## src/rtl/flash_cfg_regs.vh

```
`ifndef FLASH_CFG_REGS_VH
`define FLASH_CFG_REGS_VH
// command codes of the register commands
`define CMD_WR_SEGMENT   8'hC5
`define CMD_RD_SEGMENT   8'hC8
`define CMD_WR_EVSETUP   8'h61
`define CMD_RD_EVSETUP   8'h65
`define CMD_RD_FLAGS     8'h70
`define CMD_CLR_FLAGS    8'h50
// segment register layout
`define SEG_BIT          0
`define SEG_RESERVED_MSK 8'h01
// enhanced volatile setup layout
`define EV_QUAD_BIT      7
`define EV_DUAL_BIT      6
`define EV_HOLD_BIT      4
`define EV_ACCEL_BIT     3
`define EV_DRIVE_MSB     2
`define EV_IMPL_MSK      8'hDF
`define EV_RESET         8'hDF
// flag status layout
`define FLAG_READY_BIT   7
// bus protocols
`define PROTO_EXT        2'h0
`define PROTO_DUAL       2'h1
`define PROTO_QUAD       2'h2
// array addressing: 256Mb is 25 byte-address bits
`define ARRAY_AW         25
`define HALF_AW          24
`endif

```

## src/rtl/flash_cfg_bank.v

```verilog
`timescale 1ns/1ps
`include "flash_cfg_regs.vh"
module flash_cfg_bank (
  // clock and reset
  input  wire                   clk,
  input  wire                   nrst,
  // serial link pins
  input  wire                   sclk,
  input  wire                   cs_n,
  input  wire [3:0]             dq_i,
  output wire [3:0]             dq_o,
  output wire [3:0]             dq_oe,
  // strap and status from the rest of the device
  input  wire                   nv_seg_default,
  input  wire                   four_byte_mode,
  input  wire                   busy_program,
  input  wire                   busy_erase,
  input  wire                   busy_wr_status,
  input  wire                   busy_wr_nvcfg,
  // array operation address path
  input  wire                   op_start,
  input  wire                   op_bulk,
  input  wire [31:0]            op_addr,
  input  wire                   rd_next,
  output reg  [`ARRAY_AW-1:0]   array_addr,
  output reg                    erase_all,
  // configuration outputs
  output reg  [1:0]             protocol,
  output reg                    hold_reset_en,
  output reg                    accel_en,
  output reg  [2:0]             drive_strength,
  output reg                    clr_error_flags
);
  localparam ST_CMD  = 2'h0;
  localparam ST_WR   = 2'h1;
  localparam ST_RD   = 2'h2;
  localparam ST_SKIP = 2'h3;

  // link inputs cross with two flops each; first stage feeds only the second
  reg  [5:0] sync1_q;
  reg  [5:0] sync2_q;
  reg        sclk_prev_q;
  always @(posedge clk or negedge nrst) begin
    if (!nrst) begin
      // idle levels: deselected, serial clock low, so no false edge follows reset
      sync1_q     <= 6'h20;
      sync2_q     <= 6'h20;
      sclk_prev_q <= 1'b0;
    end else begin
      sync1_q     <= {cs_n, sclk, dq_i};
      sync2_q     <= sync1_q;
      sclk_prev_q <= sync2_q[4];
    end
  end
  wire       cs_act = ~sync2_q[5];
  wire       s_rise = sync2_q[4] & ~sclk_prev_q;
  wire       s_fall = ~sync2_q[4] & sclk_prev_q;
  wire [3:0] dq_s   = sync2_q[3:0];

  reg        seg_q;
  reg        strap_done_q;
  reg  [7:0] ev_q;
  reg  [1:0] st_q;
  reg  [7:0] cmd_q;
  reg  [7:0] sh_q;
  reg  [3:0] cnt_q;
  reg  [7:0] out_q;
  reg  [3:0] ocnt_q;
  reg  [3:0] dqo_q;
  reg        ev_wr_q;
  reg        cs_prev_q;
  // lanes stay driven to the end of the read frame, not just while bits remain
  reg        oe_on_q;

  // bits moved per clock follow the protocol in force
  reg  [3:0] step;
  reg  [7:0] sh_d;
  always @* begin
    step = 4'h1;
    sh_d = {sh_q[6:0], dq_s[0]};
    case (protocol)
      `PROTO_DUAL: begin
        step = 4'h2;
        sh_d = {sh_q[5:0], dq_s[1:0]};
      end
      `PROTO_QUAD: begin
        step = 4'h4;
        sh_d = {sh_q[3:0], dq_s};
      end
      default: begin
        step = 4'h1;
        sh_d = {sh_q[6:0], dq_s[0]};
      end
    endcase
  end
  wire byte_done = (cnt_q + step) == 4'h8;

  // read data for the command held in cmd_q
  // any background cycle counts as busy for the ready bit
  wire       busy_any = busy_program | busy_erase | busy_wr_status | busy_wr_nvcfg;
  wire [7:0] flags    = {~busy_any, 7'h00};
  reg  [7:0] rd_data;
  always @* begin
    case (cmd_q)
      `CMD_RD_SEGMENT: rd_data = {7'h00, seg_q};
      `CMD_RD_EVSETUP: rd_data = ev_q & `EV_IMPL_MSK;
      `CMD_RD_FLAGS:   rd_data = flags;
      default:         rd_data = 8'h00;
    endcase
  end

  // output shifter next state; a reload takes a fresh copy of the read data,
  // so a long read repeats the byte and the busy bit is seen fresh each time
  wire       reload = (ocnt_q == 4'h0);
  wire [7:0] src    = reload ? rd_data : out_q;
  reg  [7:0] out_d;
  reg  [3:0] dqo_d;
  reg  [3:0] ocnt_d;
  always @* begin
    out_d  = {src[6:0], 1'b0};
    dqo_d  = {2'b00, src[7], 1'b0};
    ocnt_d = reload ? 4'h7 : ocnt_q - 4'h1;
    case (protocol)
      `PROTO_DUAL: begin
        out_d  = {src[5:0], 2'b00};
        dqo_d  = {2'b00, src[7:6]};
        ocnt_d = reload ? 4'h6 : ocnt_q - 4'h2;
      end
      `PROTO_QUAD: begin
        out_d  = {src[3:0], 4'h0};
        dqo_d  = src[7:4];
        ocnt_d = reload ? 4'h4 : ocnt_q - 4'h4;
      end
      default: begin
        out_d  = {src[6:0], 1'b0};
        dqo_d  = {2'b00, src[7], 1'b0};
        ocnt_d = reload ? 4'h7 : ocnt_q - 4'h1;
      end
    endcase
  end

  // command engine on detected serial clock edges
  always @(posedge clk or negedge nrst) begin
    if (!nrst) begin
      st_q            <= ST_CMD;
      cmd_q           <= 8'h00;
      sh_q            <= 8'h00;
      cnt_q           <= 4'h0;
      out_q           <= 8'h00;
      ocnt_q          <= 4'h0;
      dqo_q           <= 4'h0;
      seg_q           <= 1'b0;
      strap_done_q    <= 1'b0;
      ev_q            <= `EV_RESET;
      ev_wr_q         <= 1'b0;
      cs_prev_q       <= 1'b0;
      oe_on_q         <= 1'b0;
      clr_error_flags <= 1'b0;
    end else begin
      cs_prev_q       <= cs_act;
      clr_error_flags <= 1'b0;
      // strap is caught by a clocked load after reset release
      if (!strap_done_q) begin
        strap_done_q <= 1'b1;
        seg_q        <= nv_seg_default;
      end
      if (!cs_act) begin
        st_q   <= ST_CMD;
        cnt_q  <= 4'h0;
        ocnt_q <= 4'h0;
        ev_wr_q <= 1'b0;
        oe_on_q <= 1'b0;
      end else if (s_rise) begin
        case (st_q)
          ST_CMD: begin
            sh_q  <= sh_d;
            cnt_q <= byte_done ? 4'h0 : cnt_q + step;
            if (byte_done) begin
              cmd_q <= sh_d;
              case (sh_d)
                `CMD_WR_SEGMENT, `CMD_WR_EVSETUP: st_q <= ST_WR;
                `CMD_RD_SEGMENT, `CMD_RD_EVSETUP, `CMD_RD_FLAGS: st_q <= ST_RD;
                `CMD_CLR_FLAGS: begin
                  clr_error_flags <= 1'b1;
                  st_q            <= ST_SKIP;
                end
                default: st_q <= ST_SKIP;
              endcase
            end
          end
          ST_WR: begin
            sh_q  <= sh_d;
            cnt_q <= byte_done ? 4'h0 : cnt_q + step;
            if (byte_done) begin
              st_q <= ST_SKIP;
              if (cmd_q == `CMD_WR_SEGMENT)
                seg_q <= sh_d[`SEG_BIT];
              else begin
                ev_q    <= sh_d & `EV_IMPL_MSK;
                ev_wr_q <= 1'b1;
              end
            end
          end
          default: st_q <= st_q;
        endcase
      end
      // output bits change on the falling serial edge for the host to sample
      if (cs_act && s_fall && st_q == ST_RD) begin
        oe_on_q <= 1'b1;
        dqo_q   <= dqo_d;
        out_q   <= out_d;
        ocnt_q  <= ocnt_d;
      end
    end
  end

  // setup fields go live only when its write command frame closes
  wire ev_commit = cs_prev_q & ~cs_act & ev_wr_q;

  // quad outranks dual when both enables are low
  reg  [1:0] proto_d;
  always @* begin
    case ({ev_q[`EV_QUAD_BIT], ev_q[`EV_DUAL_BIT]})
      2'b00:   proto_d = `PROTO_QUAD;
      2'b01:   proto_d = `PROTO_QUAD;
      2'b10:   proto_d = `PROTO_DUAL;
      default: proto_d = `PROTO_EXT;
    endcase
  end

  always @(posedge clk or negedge nrst) begin
    if (!nrst) begin
      protocol       <= `PROTO_EXT;
      hold_reset_en  <= 1'b1;
      accel_en       <= 1'b0;
      drive_strength <= 3'h7;
    end else if (ev_commit) begin
      protocol       <= proto_d;
      hold_reset_en  <= ev_q[`EV_HOLD_BIT];
      accel_en       <= ~ev_q[`EV_ACCEL_BIT];
      drive_strength <= ev_q[`EV_DRIVE_MSB:0];
    end
  end

  // a read must never drive while the command is still arriving
  reg [3:0] oe_mask;
  always @* begin
    case (protocol)
      `PROTO_DUAL: oe_mask = 4'h3;
      `PROTO_QUAD: oe_mask = 4'hF;
      default:     oe_mask = 4'h2;
    endcase
  end
  assign dq_o  = dqo_q;
  assign dq_oe = (cs_act && st_q == ST_RD && oe_on_q) ? oe_mask : 4'h0;

  // array address path; segment bit is only read here, never written
  // next address: a fresh operation loads, a read step advances and wraps
  reg  [`ARRAY_AW-1:0] addr_d;
  reg                  erase_d;
  always @* begin
    addr_d  = array_addr;
    erase_d = erase_all;
    if (op_start) begin
      erase_d = op_bulk;
      if (four_byte_mode)
        addr_d = op_addr[`ARRAY_AW-1:0];
      else
        addr_d = {seg_q, op_addr[`HALF_AW-1:0]};
    end else if (rd_next) begin
      // the 25-bit sum drops its carry, so the last address 1FFFFFF wraps to zero
      addr_d = array_addr + {{(`ARRAY_AW-1){1'b0}}, 1'b1};
    end
  end

  always @(posedge clk or negedge nrst) begin
    if (!nrst) begin
      array_addr <= {`ARRAY_AW{1'b0}};
      erase_all  <= 1'b0;
    end else begin
      array_addr <= addr_d;
      erase_all  <= erase_d;
    end
  end
endmodule

```

## config.mk

```make
export PLATFORM = sky130hd
export DESIGN_NAME = flash_cfg_bank
export DESIGN_NICKNAME = d
export VERILOG_FILES = /design/src/rtl/flash_cfg_bank.v
export VERILOG_INCLUDE_DIRS = /design/src /design/src/rtl
export SDC_FILE = /design/constraint.sdc
export NUM_CORES = 1
export LEC_CHECK = 0
export BUFFER_PORTS_ARGS = -buffer_cell sky130_fd_sc_hd__buf_2
export CORE_AREA = 2 2 97 99
export DETAILED_ROUTE_END_ITERATION = 7
export DIE_AREA = 0 0 99 101
export GPL_TIMING_DRIVEN = 0
export PLACE_DENSITY_LB_ADDON = 0.12
export SLEW_MARGIN = 20
export SYNTH_ARGS = -nofsm -noshare
export SYNTH_HDL_FRONTEND = slang
export SYNTH_SLANG_ARGS = --single-unit
```

## constraint.sdc

```tcl
create_clock -name clk -period 3.8 [get_ports clk]
set_input_delay 0.76 -clock clk [delete_from_list [all_inputs] [get_ports clk]]
set_output_delay 0.76 -clock clk [all_outputs]
set_load 0.05 [all_outputs]
```

# Yosys cells after proc, flatten, opt, wreduce, memory -nomap -nowiden
# Index checks and enable logic that the tools add are counted.
# totals
out_inout_bits	42
register_bits	96
elab_cells	131
input_bits	49
# classes
muxes	46
add_sub_neg	5
n_reduce_logical	24
bitwise_logic	13
n_eq_ne	20
# op_table
operator	n
25-bit 2-to-1 mux	3
8-bit by 7-bit equality test with 1-bit output, second input constant	6
4-bit 2-to-1 mux	10
8-bit equality test, second input constant	4
8-bit case mux with 2 select lines	2
25-bit by 1-bit adder with 25-bit output, second input constant	1
4-bit case mux with 2 select lines	3
8-bit case mux with 3 select lines	1
1-bit 2-to-1 mux	18
2-bit case mux with 2 select lines	3
4-bit AND reduction	3
2-bit nonzero test	6
2-bit 2-to-1 mux	4
8-bit 2-to-1 mux	1
2-bit by 1-bit equality test with 1-bit output, second input constant	3
2-bit equality test, second input constant	3
3-bit inequality test, second input constant	2
1-bit NOT	6
3-bit case mux with 2 select lines	1
2-bit OR reduction	3
5-bit AND reduction	1
4-bit adder	1
1-bit bitwise AND	4
4-bit equality test, second input constant	1
12 further kinds	18

# Depth between registers and ports, before layout
# logic_depth
word_depth	9
mapped_depth	10
ltp_nobuf	10

# Worst setup path before layout
# No wires, ideal clock.
# synth_path
path_type	register to output
startpoint	register protocol[0]
endpoint	output dq_oe[0]
path_stages_with_launch	7
n_path_buf	3
arrival_ns	2.815
required_time_ns	3.040
slack_ns	0.225
path_cell_list	dfrtp_1 inv_1 ha_1 clkbuf_1 clkbuf_1 clkbuf_1 nor3_1
# synth_between
elab_chain_len	3
elab_cells_between_ends	4
classes_between	eq/ne (2); mux (2)
# synth_lines
item	line	rtl
from (decl)	flash_cfg_bank.v:28	output reg [1:0] protocol,
from (signal assigned)	flash_cfg_bank.v:233	protocol <= `PROTO_EXT;
from (signal assigned)	flash_cfg_bank.v:238	protocol <= proto_d;
2-bit equality test or 2-bit by 1-bit equality test with 1-bit output (tied branches)	flash_cfg_bank.v:248	case (protocol)
4-bit case mux with 2 select lines (*)	flash_cfg_bank.v:248	
4-bit 2-to-1 mux (*)	flash_cfg_bank.v:255	assign dq_oe = (cs_act && st_q == ST_RD && oe_on_q) ? oe_mask : 4'h0;
to (decl)	flash_cfg_bank.v:12	output wire [3:0] dq_oe,
# Mark *: on every way between the ends. The rest lies on a longest branch, timed or not.

# Worst setup path in the final report
# Same ends and word-level chain as after synthesis.

==> metrics.yaml <==
irDropWorstVdd_mv: 0.278
synth-async-reset-ratio_pct: 100
drc: 0
antenna_found_initial: 0
critPathRequiredTime_ns: 3.04
start_util_pct: 55.0
synth-seq-cells: 95
rrSetupSlack_ns: 0.63
r2r_cells: 10
core.rowCount: 35
dieArea_um2: 10000
fin_worst_skew_ns: 0.0105
synthCells: 494
outcome: "finished clean"
crit_end: "dq_oe[0]"
start_kind: "flip-flop"
worstReg2RegStart: "protocol[0]"
drt_wl_total_um: 11400
synth_common_cells: "dfrtp_1 (82), nand2_1 (73), o21ai_0 (39), nor2_1 (26), mux2_2 (21)"
die_h_um: 101
cts_setup_buffers: 0
antennaDiodeCount: 0
root_buffer: "clkbuf_8"
viasPerCell: 5.75
period_share_pct: 89.6
wl_per_cell_um: 16.2
period_needed_ns: 3.41
placed_area_um2: 5520
crit_top_cell: "clkbuf_1"
fmax_mhz: 294
path_buf_inv: 5
n_fill_cell: 745
r2r_end: "seg_q"
multi_input_area_um2: 2370
crit_fanout: 10
fp.dieW_um: 99
critPathTopFamily: "buffers and inverters"
endpoint_kind: "primary output"
register_area_um2: 2390
yosysMostFrequentCell: "dfrtp_1"
avgSynthCellArea_um2: 10.0
synth_area_um2: 4940
final_area_um2: 5730
vias: 4049
yosys_warnings: 0
critPathKind: "reg -> out"
worstMarginPinSlew_ns: 0.857
worstSetupStartpoint: "protocol[0]"
synthFlopType: "dfrtp_1"
area_delta_synth_final_pct: 16.0
synth-compound-area-share_pct: 11.8
clk_path_buf_depth: 2
synth.distinct_cells: 60
drive_above_1_share_pct: 25.3
synthSimpleGateAreaFrac_pct: 19.6
hold_violations: 0
tns_ns: 0
setup_viol: 0
grt_pass1_vias: 3813
slew_viol_final: 0
grt_pass1_wl_um: 18700
dr.pass1.iters: 5
cts_buffers: 9
drtIter0Drc: 207
grt_max_degree: 72
synthAdderAreaFrac_pct: 3.19
worst-path-stages: 7
io_pins: 91
synth_top_family_by_area: "simple AND/OR/NAND/NOR gates"
h-tree-depth: 3
synth_top_cell_area_share_pct: 41.6
final_nets: 649
cp_slowest_cell: "dfrtp_1"
dpl.hpwl_um: 8300
path_clk_slew_ns: 0.10
syn_nets: 555
ant_nets: 0
path_cells: "inv_1 > ha_1 > clkbuf_1 > clkbuf_1 > clkbuf_2 > nor3_1 > buf_2"
track_usage_pct: 23.4
netlist.top_cell.by_area: "dfrtp_1"
cts.sinks: 95
ys_top_cells_by_area: "dfrtp_1 (42%), dfstp_2 (6.9%), nand2_1 (5.5%)"
maxCapViolations: 0
grt_setup_unrepaired: "no"
synth-seq-area-share_pct: 48.5
power.density_nw_per_um2: 386
design.core.area_um2: 8980
arrival_ns: 2.65
cts_tree: "built"
synth.mux.area_fraction_pct: 8.23
clk_latency_ns: 0.36
synth-edff-count: 0
gp_congestion: 0.873
leakagePower_nw: 2.56
io_buffer_count: 82
critPathMaxStageDelay_ns: 0.43
synth_xor_area_share_pct: 5.14
relSlewSlack_pct: 42.2
overflow: 0
hp-class: "in -> async"
-- through the flow --
stage / util (%) / std cells / total power, mW / setup slack (ns) / hold slack, ns
after global routing: 63.8 / 704 / 2.32 / 0.196 / 0.237
final: 63.8 / 704 / 2.21 / 0.394 / 0.237
after floorplan: - / 494 / 1.40 / 0.225 / 0.331
after detailed placement: 61.5 / 688 / 1.53 / 0.612 / 0.335
after global placement: 61.1 / 687 / 1.52 / 0.675 / 0.332
after CTS: 63.8 / 704 / 2.22 / 0.227 / 0.239
-- cell type report --
type                            instances  area share [%]
Clock buffer                            9            2.16
Sequential cell                        95            41.8
Timing Repair Buffer                   83            7.76
Buffer                                 25            2.01
Inverter                               15           0.983
Multi-Input combinational cell        359            41.5
Tap cell                              111            2.43
Clock inverter                          7            1.40
-- sequential cells by signal, indices dropped and copies added (netlist names), 2 cells and up --
signal,count
ev_q,7
dq_o,4
sync2_q,6
st_q,2
drive_strength,3
cnt_q,4
cmd_q,8
sync1_q,6
ocnt_q,4
sh_q,7
protocol,2
array_addr,25
out_q,7
-- cells in the final DEF (no fill, tap or decap), drive strengths merged, types with 2 or more instances in the layout --
master	count
buf	90
a21oi	13
a22o	3
or4	2
nor2	26
and4	3
nand2	73
clkinv	2
nor4bb	5
nand4	8
dfrtp	82
ha	11
a221oi	8
a221o	2
nor4	5
nor3	15
o21ai	40
inv	18
or2	3
nand2b	5
nand3	17
or3b	3
xor2	11
mux2i	5
and2	4
nor3b	2
and3	8
o2bb2ai	5
a22oi	6
xnor2	18
nor4b	2
mux2	29
nor2b	7
dfstp	13
o22ai	3
clkbuf	27
-- cells by family (layout without fill, tap and decap cells) --
logic type	Yosys count	in the layout
xor+xnor	29	29
mux	34	34
simple gates	192	192
buf+inv	40	139
compound gates	91	91
other cells	1	1
flops	95	95
fa+ha+maj	12	12
-- per-layer routing --
metal	vias up	GRT usage [%]	wire length (µm)
met5	-	0	0
met4	0	6.32	131
met3	12	3.81	421
met2	109	36.1	5370
met1	1993	34.7	5500
li1	1935	-	-
-- worst min path at each step --
stage / to / depth (start not counted)
3_3_place_gp: sync2_q[0] / 0
4_1_cts: ocnt_q[0] / 1
6_report: ocnt_q[0] / 1
5_1_grt: ocnt_q[0] / 1
3_5_place_dp: sync2_q[0] / 0
2_1_floorplan: sync2_q[0] / 0
-- timing repair --
| action | in CTS | in global routing |
|---|---|---|
| setup endpoints to repair | 0 | 1 |
| hold buffers | 0 | 0 |
| resized for setup | 0 | 2 |
-- where the power goes --
part / switching, mW / total [mW] / internal, mW
sequential: 0.0617 / 1.14 / 1.07
combinational: 0.255 / 0.381 / 0.126
clock: 0.382 / 0.696 / 0.314
No activity file was read; power rests on OpenSTA's default activity.
